--- src/tsw_pkg.sv ---
// shared constants for the two stage watchdog and its controller
package tsw_pkg;
   // ---------------------------------------------------------------
   // widths
   // ---------------------------------------------------------------
   localparam int          TSW_CNT_W        = 32;
   localparam int          TSW_ADDR_W       = 12;
   // ---------------------------------------------------------------
   // watchdog register offsets, seen through the link
   // ---------------------------------------------------------------
   localparam logic [11:0] TSW_OFF_RELOAD   = 12'h000;
   localparam logic [11:0] TSW_OFF_VALUE    = 12'h004;
   localparam logic [11:0] TSW_OFF_CONTROL  = 12'h008;
   localparam logic [11:0] TSW_OFF_IRQ_CLR  = 12'h00C;
   localparam logic [11:0] TSW_OFF_RAW      = 12'h010;
   localparam logic [11:0] TSW_OFF_MASKED   = 12'h014;
   localparam logic [11:0] TSW_OFF_LOCK     = 12'hC00;
   // ---------------------------------------------------------------
   // fields, key and reset values
   // ---------------------------------------------------------------
   localparam int          TSW_BIT_EN       = 0;
   localparam int          TSW_BIT_RESET_OUTPUT_ENABLE    = 1;
   localparam logic [31:0] TSW_UNLOCK_KEY   = 32'h1ACCE551;
   localparam logic [31:0] TSW_RELOAD_RST   = 32'hFFFFFFFF;
   localparam logic [31:0] TSW_ZERO         = 32'h00000000;
   localparam logic [31:0] TSW_ONE          = 32'h00000001;
   // ---------------------------------------------------------------
   // controller registers on apb
   // ---------------------------------------------------------------
   localparam logic [7:0]  TSW_APB_ADDR     = 8'h00;
   localparam logic [7:0]  TSW_APB_WDATA    = 8'h04;
   localparam logic [7:0]  TSW_APB_GO       = 8'h08;
   localparam logic [7:0]  TSW_APB_STATUS   = 8'h0C;
   localparam logic [7:0]  TSW_APB_RDATA    = 8'h10;
   localparam logic [7:0]  TSW_APB_GATE     = 8'h14;
   localparam int          TSW_GO_WRITE_BIT = 16;
   localparam int          TSW_ST_BUSY      = 0;
   localparam int          TSW_ST_IRQ       = 1;
   localparam int          TSW_ST_SYSRST    = 2;
   localparam int          TSW_ST_GATE      = 3;
endpackage : tsw_pkg

--- src/tsw_link_if.sv ---
// link between the watchdog and the controller that drives it
interface tsw_link_if;
   logic        gate_on;
   logic        req;
   logic        we;
   logic [11:0] addr;
   logic [31:0] wdata;
   logic [31:0] rdata;
   logic        ack;
   logic        irq;
   logic        sys_reset;

   modport dev (input gate_on, input req, input we, input addr, input wdata,
                output rdata, output ack, output irq, output sys_reset);
   modport ctl (output gate_on, output req, output we, output addr, output wdata,
                input rdata, input ack, input irq, input sys_reset);
endinterface : tsw_link_if

--- src/tsw_device.sv ---
// two stage watchdog: down counter, interrupt, reset output and lock
// Function
// [RULE_01] enabled 32-bit counter times out at zero
// [RULE_02] first time-out reloads counter, keeps counting
// [RULE_03] second time-out uncleared with reset enabled: reset
// [RULE_04] cleared before second time-out: reload, no reset
// [RULE_05] reload write loads counter at once
// [RULE_06] reload write leaves pending interrupt alone
// [RULE_07] software clears interrupt only via clear port
// [RULE_08] enabling presets counter from reload value
// [RULE_09] any lock write locks the module
// [RULE_10] only the key value unlocks
// [RULE_11] software order: reload, reset enable, enable
// [RULE_12] software gates the clock on before use
// [RULE_13] after enable, control writes ignored until reset
// [RULE_14] reload of zero raises interrupt immediately
// [RULE_15] clear write clears interrupt and reloads counter
// [RULE_16] masked status is raw AND enable
// [RULE_17] locked: only lock register accepts writes
// [RULE_18] hardware reset: stopped, outputs low, unlocked
//
// The address map and register access over APB were chosen for this implementation.
module tsw_device
   import tsw_pkg::*;
#(
   parameter int CNT_W = TSW_CNT_W
) (
   input  wire logic             i_clk,
   input  wire logic             i_rst_n,
   tsw_link_if.dev               link,
   output logic                  o_irq,
   output logic                  o_sys_reset,
   output logic [CNT_W-1:0]      o_count
);

   // ---------------------------------------------------------------
   // elaboration check
   // ---------------------------------------------------------------
   generate
      if (CNT_W != TSW_CNT_W) begin : g_bad_width
         $error("tsw_device: counter must be 32 bits wide");
      end
      if (TSW_BIT_EN == TSW_BIT_RESET_OUTPUT_ENABLE) begin : g_bad_bits
         $error("tsw_device: control bits must differ");
      end
   endgenerate

   // ---------------------------------------------------------------
   // state
   // ---------------------------------------------------------------
   typedef struct packed {
      logic [31:0] reload;
      logic [31:0] count;
      logic        enable;
      logic        reset_output_enable;
      logic        raw;
      logic        locked;
      logic        sys_reset;
      logic        ack;
      logic [31:0] rdata;
   } tsw_dev_state_type;

   tsw_dev_state_type s;
   tsw_dev_state_type next_s;

   // ---------------------------------------------------------------
   // functions
   // ---------------------------------------------------------------
   function automatic logic tsw_hit(input logic [11:0] a, input logic [11:0] off);
      tsw_hit = (a == off);
   endfunction : tsw_hit

   // the interrupt pin and its status bit share one definition
   function automatic logic tsw_masked(input tsw_dev_state_type st);
      tsw_masked = st.raw & st.enable; // RULE_16
   endfunction : tsw_masked

   // read view of the registers; unmapped offsets read as zero
   function automatic logic [31:0] tsw_read_word(input tsw_dev_state_type st,
                                                 input logic [11:0]       a);
      logic [31:0] w;
      w = TSW_ZERO;
      case (a)
         TSW_OFF_RELOAD:  w = st.reload;
         TSW_OFF_VALUE:   w = st.count;
         TSW_OFF_CONTROL: begin
            w[TSW_BIT_EN]    = st.enable;
            w[TSW_BIT_RESET_OUTPUT_ENABLE] = st.reset_output_enable;
         end
         TSW_OFF_RAW:     w[0] = st.raw;
         TSW_OFF_MASKED:  w[0] = tsw_masked(st); // RULE_16
         TSW_OFF_LOCK:    w[0] = st.locked;
         default:         w = TSW_ZERO;
      endcase
      tsw_read_word = w;
   endfunction : tsw_read_word

   // ---------------------------------------------------------------
   // access decode
   // ---------------------------------------------------------------
   logic wr;
   logic tick;
   logic timeout;
   logic second_timeout;
   logic writable;
   logic wr_lock;
   logic wr_reload;
   logic wr_control;
   logic wr_clear;

   always_comb begin
      // a gated clock means the block sees nothing from software
      wr             = link.req & link.we & link.gate_on; // RULE_12
      // a gated block also holds its count
      tick           = s.enable & link.gate_on;
      timeout        = tick & (s.count == TSW_ZERO); // RULE_01
      second_timeout = timeout & s.raw & s.reset_output_enable; // RULE_03
      // the lock register stays writable so the key can get in
      writable       = ~s.locked; // RULE_17
      wr_lock        = wr & tsw_hit(link.addr, TSW_OFF_LOCK);
      wr_reload      = wr & writable & tsw_hit(link.addr, TSW_OFF_RELOAD);
      // once enabled the control word is frozen until reset
      wr_control     = wr & writable & ~s.enable // RULE_13
                       & tsw_hit(link.addr, TSW_OFF_CONTROL);
      // clearing also works while disabled, to drop a stale flag
      wr_clear       = wr & writable & tsw_hit(link.addr, TSW_OFF_IRQ_CLR);
   end

   // ---------------------------------------------------------------
   // next state
   // ---------------------------------------------------------------
   always_comb begin
      next_s     = s;
      next_s.ack = 1'b0;

      // the zero count lasts one cycle, so a period is reload plus one
      if (tick) begin
         if (timeout) begin
            next_s.count = s.reload; // RULE_02
            if (second_timeout) begin
               next_s.sys_reset = 1'b1; // RULE_03
            end
            next_s.raw = 1'b1; // RULE_01
         end else begin
            next_s.count = s.count - TSW_ONE;
         end
      end

      if (wr_lock) begin
         // any value locks, only the key unlocks
         next_s.locked = (link.wdata != TSW_UNLOCK_KEY); // RULE_09 RULE_10
      end
      if (wr_reload) begin
         next_s.reload = link.wdata;
         next_s.count  = link.wdata; // RULE_05
         // raw is kept as is unless the new value is zero
         if (link.wdata == TSW_ZERO) begin // RULE_06
            next_s.raw = 1'b1; // RULE_14
         end
      end
      if (wr_control) begin
         next_s.reset_output_enable  = link.wdata[TSW_BIT_RESET_OUTPUT_ENABLE];
         next_s.enable = link.wdata[TSW_BIT_EN];
         if (link.wdata[TSW_BIT_EN]) begin
            next_s.count = s.reload; // RULE_08
         end
      end
      if (wr_clear) begin
         // a time-out in the same cycle keeps the flag set
         next_s.raw   = timeout; // RULE_15 RULE_04
         next_s.count = s.reload; // RULE_15 RULE_04
      end

      if (link.req) begin
         next_s.ack   = 1'b1;
         // a gated block answers every read with zero
         next_s.rdata = link.gate_on ? tsw_read_word(s, link.addr) : TSW_ZERO;
      end
   end

   // ---------------------------------------------------------------
   // registers
   // ---------------------------------------------------------------
   always_ff @(posedge i_clk) begin
      if (!i_rst_n) begin
         // counter and reload come up at full scale, stopped and unlocked
         s.reload    <= TSW_RELOAD_RST; // RULE_18
         s.count     <= TSW_RELOAD_RST;
         s.enable    <= 1'b0;
         s.reset_output_enable     <= 1'b0;
         s.raw       <= 1'b0;
         s.locked    <= 1'b0;
         s.sys_reset <= 1'b0;
         s.ack       <= 1'b0;
         s.rdata     <= TSW_ZERO;
      end else begin
         s <= next_s;
      end
   end

   // ---------------------------------------------------------------
   // outputs
   // ---------------------------------------------------------------
   // the interrupt line follows the masked status
   assign o_irq          = tsw_masked(s); // RULE_16
   // sticky: only i_rst_n drops it, so a hung system stays held
   assign o_sys_reset    = s.sys_reset;
   assign o_count        = s.count;
   // the link carries the same lines so the controller can report them
   assign link.irq       = tsw_masked(s);
   assign link.sys_reset = s.sys_reset;
   assign link.ack       = s.ack;
   assign link.rdata     = s.rdata;

endmodule : tsw_device

--- src/flat_wrapper.sv ---
// flat-port wrapper written by rule: the top's interface ports become plain ports
module tsw_device_flat import tsw_pkg::*;
#(
   parameter int CNT_W = TSW_CNT_W
)
  (i_clk, i_rst_n, o_irq, o_sys_reset, o_count, link_gate_on, link_req, link_we, link_addr, link_wdata, link_rdata, link_ack, link_irq, link_sys_reset);
  tsw_link_if link_i ();
  input  wire logic i_clk;
  input  wire logic i_rst_n;
  output logic o_irq;
  output logic o_sys_reset;
  output logic [CNT_W-1:0] o_count;
  input wire logic [$bits(link_i.gate_on)-1:0] link_gate_on;
  input wire logic [$bits(link_i.req)-1:0] link_req;
  input wire logic [$bits(link_i.we)-1:0] link_we;
  input wire logic [$bits(link_i.addr)-1:0] link_addr;
  input wire logic [$bits(link_i.wdata)-1:0] link_wdata;
  output wire logic [$bits(link_i.rdata)-1:0] link_rdata;
  output wire logic [$bits(link_i.ack)-1:0] link_ack;
  output wire logic [$bits(link_i.irq)-1:0] link_irq;
  output wire logic [$bits(link_i.sys_reset)-1:0] link_sys_reset;
  assign link_i.gate_on = link_gate_on;
  assign link_i.req = link_req;
  assign link_i.we = link_we;
  assign link_i.addr = link_addr;
  assign link_i.wdata = link_wdata;
  assign link_rdata = link_i.rdata;
  assign link_ack = link_i.ack;
  assign link_irq = link_i.irq;
  assign link_sys_reset = link_i.sys_reset;
  tsw_device #(.CNT_W(CNT_W)) u_core (.i_clk(i_clk), .i_rst_n(i_rst_n), .link(link_i), .o_irq(o_irq), .o_sys_reset(o_sys_reset), .o_count(o_count));
endmodule
--- config.mk ---
export PLATFORM = sky130hd
export DESIGN_NAME = tsw_device_flat
export DESIGN_NICKNAME = d
export VERILOG_FILES = /design/src/tsw_pkg.sv /design/src/tsw_link_if.sv /design/src/tsw_device.sv /design/src/flat_wrapper.sv
export SDC_FILE = /design/constraint.sdc
export NUM_CORES = 1
export LEC_CHECK = 0
export ABC_AREA = 1
export BUFFER_PORTS_ARGS = -buffer_cell sky130_fd_sc_hd__buf_2
export CAP_MARGIN = 20
export CORE_ASPECT_RATIO = 1.75
export CORE_MARGIN = 2
export CORE_UTILIZATION = 30
export CTS_BUF_LIST = sky130_fd_sc_hd__clkbuf_4 sky130_fd_sc_hd__clkbuf_8
export DETAILED_ROUTE_END_ITERATION = 8
export HOLD_SLACK_MARGIN = 0.06
export PLACE_DENSITY = 0.44
export REMOVE_ABC_BUFFERS = 1
export SLEW_MARGIN = 20
export SYNTH_ARGS = -nofsm -noshare
export SYNTH_HDL_FRONTEND = slang
export SYNTH_SLANG_ARGS = --single-unit
--- constraint.sdc ---
create_clock -name i_clk -period 2.2 [get_ports i_clk]
set_input_delay 0.11 -clock i_clk [delete_from_list [all_inputs] [get_ports i_clk]]
set_output_delay 0.11 -clock i_clk [all_outputs]
set_load 0.005 [all_outputs]
==> results.py, run 1 <==
metrics = {
    "logic_synthesis": {
        "ys_warn_count": 0,
        "seq_area_frac_synth_pct": 30.8,
        "ys_types": 35,
        "ys_ff_latch": 102,
        "yosysTopAreaCell": "dfxtp_1",
        "yosys.area.top_type_share_pct": 30.8,
        "avgSynthCellArea_um2": 6.32,
        "netlist_instances": 1049,
        "synth.area.top_cells": "dfxtp_1, nand2_1, buf_4",
        "synth_area_mm2": 0.00663,
    },
    "timing": {
        "fin_worst_skew_ns": 0.0105,
        "grt_setup_unrepaired": "no",
        "drv_slew": 0,
        "fin_crit_ns": 1.95,
        "fin_setup_tns_ns": 0,
        "worst_pin_slew_ns": 0.778,
        "fin_crit_sh_pct": 88.7,
        "max_freq_ghz": 0.512,
        "hold_viol": 0,
        "setup_viol_count_final": 0,
        "holdWs_ns": 0.187,
        "slew_headroom_pct": 48.0,
    },
    "worst_setup_path": {
        "required_ns": 2.50,
        "cp-end-kind": "flip-flop",
        "cpMostUsedCell": "nand2_1",
        "cp.arrival_ns": 2.26,
        "path_cells": "inv_1 -> ha_2 -> nand2_2 -> nor2_4 -> nand2_4 -> nor2_4 -> buf_4 -> nand3_1 -> nand2_1 -> inv_1 -> nand2_1 -> nand2_1 -> nand2_1 -> nand2_1 -> nand2_1 -> nand2_1",
        "cp_max_fo": 9,
        "critical_path.max_stage_delay_ns": 0.33,
        "crit_path_start_kind": "flip-flop",
        "slowest_stage": "dfxtp_1",
        "path_class": "reg -> reg",
    },
    "power": {
        "irDropWorstVdd_v": 0.000298,
        "p_per_area_mw_per_mm2": 446,
        "p_total_uw": 3500,
        "leakage_uw": 0.00395,
    },
    "place": {
        "placed_area_mm2": 0.00726,
        "gp_congestion": 0.850,
        "portBuffers": 117,
        "dpl.hpwl_um": 18800,
    },
    "cells_and_area": {
        "final_common_cell": "nand2_1",
        "post_route_cells_drive_above_1_share_pct": 19.0,
        "syn2layout_area_growth_pct": 18.6,
        "final_area_mm2": 0.00786,
        "layout_common_cells": "nand2_1, buf_2, dfxtp_1, inv_1, nand3_1",
        "antenna_cells": 0,
        "nets": 1201,
        "n_fill_cell": 2490,
    },
    "route": {
        "wl_um": 25800,
        "drtIter0Drc": 326,
        "dr.pass1.iters": 5,
        "avgViaCountPerCell": 4.78,
        "ant_nets": 0,
        "wl_per_cell_um": 17.8,
        "num_vias": 6938,
        "drc_errors": 0,
    },
    "grt": {
        "grt_antenna_before_repair": 0,
        "grt.total_usage_pct": 22.4,
        "first_global_vias": 6997,
        "overflow": 0,
        "grt_pass1_wl_um": 39500,
        "grt_max_degree": 49,
    },
    "clock_network": {
        "insertion_delay_ns": 0.40,
        "clk_pin_slew_ns": 0.11,
        "cts_num_sinks": 102,
        "cts_max_level": 3,
        "cts_setup_buffers": 0,
        "cts_inserted_buffers": 9,
        "cts_max_path_buffers": 2,
        "cts-root-buf": "clkbuf_8",
        "tritoncts": "built",
    },
    "floorplanning": {
        "die_h_um": 201,
        "start_util_pct": 30.3,
        "dieArea_mm2": 0.0233,
        "fp-row-count": 72,
        "die_width_um": 116,
        "io_pins": 118,
        "design.core.area_mm2": 0.0219,
    },
    "min_path": {
        "holdCritPathClass": "in -> reg",
    },
    "status": {
        "status": "complete, no violations",
    },
    "job": {
        "drv_cap": 0,
    },
}
## cell type report
class                      instances  area (um2)  area share (%)
inverter                         102         383            4.87
timing repair buffer             204        1380            17.6
tap                              296         370            4.71
multi-input combinational        732        3460            44.0
clock buffer                      10         138            1.75
clock inverter                     6        83.8            1.07
sequential                       102        2040            26.0
## worst max-delay path: cells and delay by family (launching register included)
kind | cells | cell delay, ns
fa+ha+maj | 1 | 0.23
buf+inv | 3 | 0.35
flops | 1 | 0.33
simple gates | 12 | 0.93
## report_power, final
group	total, uW	leakage, uW	switching (uW)	internal [uW]
combinational	235	0.00301	135	100
clock	1420	0.000116	748	672
sequential	1850	0.000824	0.335	1850
## metrics by stage
stage	setup slack (ns)	utilization, %	std cells
floorplan	0.178	-	936
global placement	0.225	33.2	1399
detailed placement	0.196	33.2	1399
CTS	0.176	35.9	1452
global route	0.0219	35.9	1452
finish	0.248	35.9	1452
## path summary, 6_finish.rpt
check,from,endpoint,slack (ns),cells past startpoint
max,u_core.o_count[1],u_core.o_count[29],0.25,16
min,link_addr[3],u_core.s[36],0.19,4
max reg2reg,u_core.o_count[1],u_core.o_count[29],0.25,16
min reg2reg,u_core.link.rdata[19],u_core.link.rdata[19],0.47,2
## logic make-up after synthesis
family          count (synthesis)  share of synthesized area (%)
xor+xnor                       12                           1.59
simple gates                  563                           36.5
flops                         102                           30.8
buf+inv                       215                           17.0
fa+ha+maj                       1                          0.189
compound gates                156                           13.9
## what timing repair did
action,4_1_cts,5_1_grt
gates resized for setup,0,2
hold buffers,37,0
endpoints found under the setup margin,0,8
hold endpoints to repair,49,0
## sequential cells by signal (all words and copies together), names as in the netlist
name and cells:
u_core.o_count 32, u_core.s 36, u_core.link.rdata 32, u_core.link.ack 1
u_core.link.sys_reset 1
## synthesized netlist by cell type
master / count
a211oi_1: 1
a21oi_1: 70
and2_1: 1
buf_1: 3
buf_2: 11
buf_4: 70
buf_6: 6
clkbuf_1: 23
clkinv_1: 1
dfxtp_1: 102
ha_1: 1
inv_1: 96
inv_2: 5
nand2_1: 366
nand2_2: 5
nand2_4: 3
nand3_1: 79
nand3_2: 2
nand3b_1: 2
nand4_1: 11
nor2_1: 65
nor2_2: 8
nor2_4: 2
nor3_1: 4
nor3_2: 1
nor3_4: 1
nor3b_1: 1
nor4_1: 10
nor4_4: 2
o211ai_1: 31
o21ai_0: 16
o21ai_1: 4
o21ai_2: 6
o22ai_1: 28
xor2_1: 12
## per-layer routing
layer / track usage (%) / share of wire, % / vias up
met1: 24.9 / 39 / 3234
met5: 0 / 0 / -
met4: 7.95 / 2.5 / 0
met2: 42.5 / 55 / 157
li1: - / - / 3519
met3: 2.17 / 3.2 / 28
Note: power is estimated with default switching activity, not from simulation.
==> run 2: changes to the inputs <==
Settings changed: CTS_BUF_LIST sky130_fd_sc_hd__clkbuf_4 sky130_fd_sc_hd__clkbuf_8 to sky130_fd_sc_hd__clkbuf_8, REMOVE_ABC_BUFFERS 1 to default.
==> run 2 against run 1 <==
  * Clock power shrank 13%
  * Hold slack got worse by 0.11 ns
  * Wire length grew 0.92%
  * Count of clock-buffer cells in the layout fell by 1
  * First-iteration DRC count rose by 16%
  * Maximum frequency decreased by 0.90%
  * Sequential power barely moved
  * Utilization shrank 0.29 points
  * Critical path depth did not move
  * Flip-flop and latch count unchanged
  * Setup slack got worse by 0.018 ns
  * Global-route usage rose by 0.55 points
==> results.py, run 2 (synthesis results as in run 1) <==
metrics = {
    "timing": {
        "slew_headroom_pct": 47.8,
        "fin_worst_skew_ns": 0.0129,
        "worst_pin_slew_ns": 0.781,
        "fin_crit_ns": 1.97,
        "hold_viol": 0,
        "fin_crit_sh_pct": 89.6,
        "drv_slew": 0,
        "max_freq_ghz": 0.508,
        "fin_setup_tns_ns": 0,
        "fin_ws_ns": 0.230,
        "setup_viol_count_final": 0,
        "grt_setup_unrepaired": "no",
    },
    "grt": {
        "grt_max_degree": 47,
        "grt_antenna_before_repair": 0,
        "first_global_vias": 7016,
        "grt_pass1_wl_um": 40200,
        "grt.total_usage_pct": 22.9,
        "overflow": 0,
    },
    "floorplanning": {
        "dieArea_mm2": 0.0233,
        "die_h_um": 201,
        "fp-row-count": 72,
        "die_width_um": 116,
        "io_pins": 118,
        "design.core.area_mm2": 0.0219,
        "start_util_pct": 30.3,
    },
    "clock_network": {
        "tritoncts": "built",
        "cts_max_level": 3,
        "insertion_delay_ns": 0.42,
        "clk_pin_slew_ns": 0.11,
        "cts_max_path_buffers": 2,
        "cts_setup_buffers": 0,
        "cts_num_sinks": 102,
        "cts-root-buf": "clkbuf_8",
        "cts_inserted_buffers": 9,
    },
    "place": {
        "dpl.hpwl_um": 19400,
        "portBuffers": 117,
        "gp_congestion": 0.913,
        "dp_slack_ns": 0.175,
    },
    "worst_setup_path": {
        "required_ns": 2.52,
        "cp.arrival_ns": 2.29,
        "rrSetupSlack_ns": 0.23,
        "cp_max_fo": 15,
        "path_class": "reg -> reg",
        "crit_path_start_kind": "flip-flop",
        "cp-end-kind": "flip-flop",
        "reg2regPathDepth": 16,
    },
    "route": {
        "num_vias": 6998,
        "ant_nets": 0,
        "drc_errors": 0,
        "wl_per_cell_um": 18.0,
        "dr.pass1.iters": 5,
        "avgViaCountPerCell": 4.84,
        "drtIter0Drc": 379,
        "wl_um": 26000,
    },
    "power": {
        "irDropWorstVdd_v": 0.000307,
        "p_per_area_mw_per_mm2": 425,
        "comb_power_share_pct": 7.0,
        "seq_power_share_pct": 55.7,
        "intPower_uw": 2460,
        "pwr-share-clk_pct": 37.2,
        "sw_frac_of_total_pct": 25.9,
        "netSwitchingPower_uw": 858,
        "leakage_uw": 0.00391,
    },
    "cells_and_area": {
        "top_register": "u_core.s",
        "antenna_cells": 0,
        "largest_reg_flops": 36,
        "final_common_cell": "nand2_1",
        "post_route_cells_drive_above_1_share_pct": 18.9,
        "nets": 1196,
        "layout_common_cells": "nand2_1, buf_2, dfxtp_1, inv_1, nand3_1",
        "syn2layout_area_growth_pct": 17.7,
    },
    "job": {
        "drv_cap": 0,
    },
    "min_path": {
        "holdCritPathClass": "in -> reg",
        "min_path_cells": 4,
    },
    "status": {
        "status": "complete, no violations",
    },
    "logic_synthesis": {
        "synth_nets": 1099,
    },
}
-- run 2: changes by cell type in the layout (fill, tap and decap cells not counted) --
cell,before,now
nor2_1,65,63
buf_12,4,5
clkbuf_8,10,9
bufinv_16,2,1
o21ai_1,4,5
inv_1,96,98
nor2_2,8,9
nor2_4,2,3
dlygate4sd3_1,37,34
inv_6,1,0
clkinv_2,3,4
buf_4,46,43
o21ai_0,16,15
-- run 2: power by group through the flow --
stage	combinational [uW]	sequential, uW	clock, uW
finish	233	1850	1230
global route	255	1850	1340
CTS	236	1850	1270
detailed placement	189	1890	0
global placement	188	1890	0
floorplan	71.3	1890	0
-- run 2: path summary, 6_finish.rpt --
path / end / from
worst min register to register: u_core.link.sys_reset / u_core.link.sys_reset
worst max-delay path: u_core.o_count[17] / u_core.o_count[0]
worst max register to register: u_core.o_count[17] / u_core.o_count[0]
worst min-delay path: u_core.s[34] / link_addr[8]
-- run 2: per-layer routing --
metal  vias to the layer above  share of wire (%)  GRT usage (%)  wire length [um]
met5                         -                  0              0                 0
met4                         0                3.3           9.86               869
met2                       178                 55           42.8             14300
li1                       3514                  -              -                 -
met1                      3261                 38           25.2              9940
met3                        45                3.4           2.69               876
-- run 2: through the flow --
step | util (%) | area [um2] | hold WS, ns | total power (uW) | instances
3_3_place_gp | 33.2 | 7260 | 0.371 | 2080 | 1397
6_report | 35.6 | 7800 | 0.0730 | 3310 | 1447
4_1_cts | 35.5 | 7780 | 0.0618 | 3350 | 1447
5_1_grt | 35.6 | 7800 | 0.0959 | 3440 | 1447
3_5_place_dp | 33.2 | 7260 | 0.372 | 2080 | 1397
2_1_floorplan | - | 6630 | 0.203 | 1960 | 1049
-- run 2: critical path, stage by stage, from the launching register on --
cell,delay [ns]
dfxtp_1,0.35
inv_1,0.10
ha_2,0.21
nand2_2,0.09
nor2_4,0.18
nand2_4,0.09
nor2_4,0.17
buf_12,0.17
nand3_1,0.07
nand2_1,0.07
inv_1,0.04
nand2_1,0.04
nand2_1,0.05
nand2_1,0.07
nand2_1,0.05
nand2_1,0.05
nand2_1,0.05
-- run 2: repair_timing --
item / in CTS / in global routing
hold buffers: 34 / 0
resized for setup: 0 / 6
endpoints found under the hold margin: 50 / 0
endpoints found under the setup margin: 0 / 8
-- run 2: layout make-up --
type	instances	area, um2
tap	296	370
inverter	102	383
clock inverter	7	57.6
multi-input combinational	732	3470
timing repair buffer	199	1350
fill	2486	14100
clock buffer	9	124
sequential	102	2040
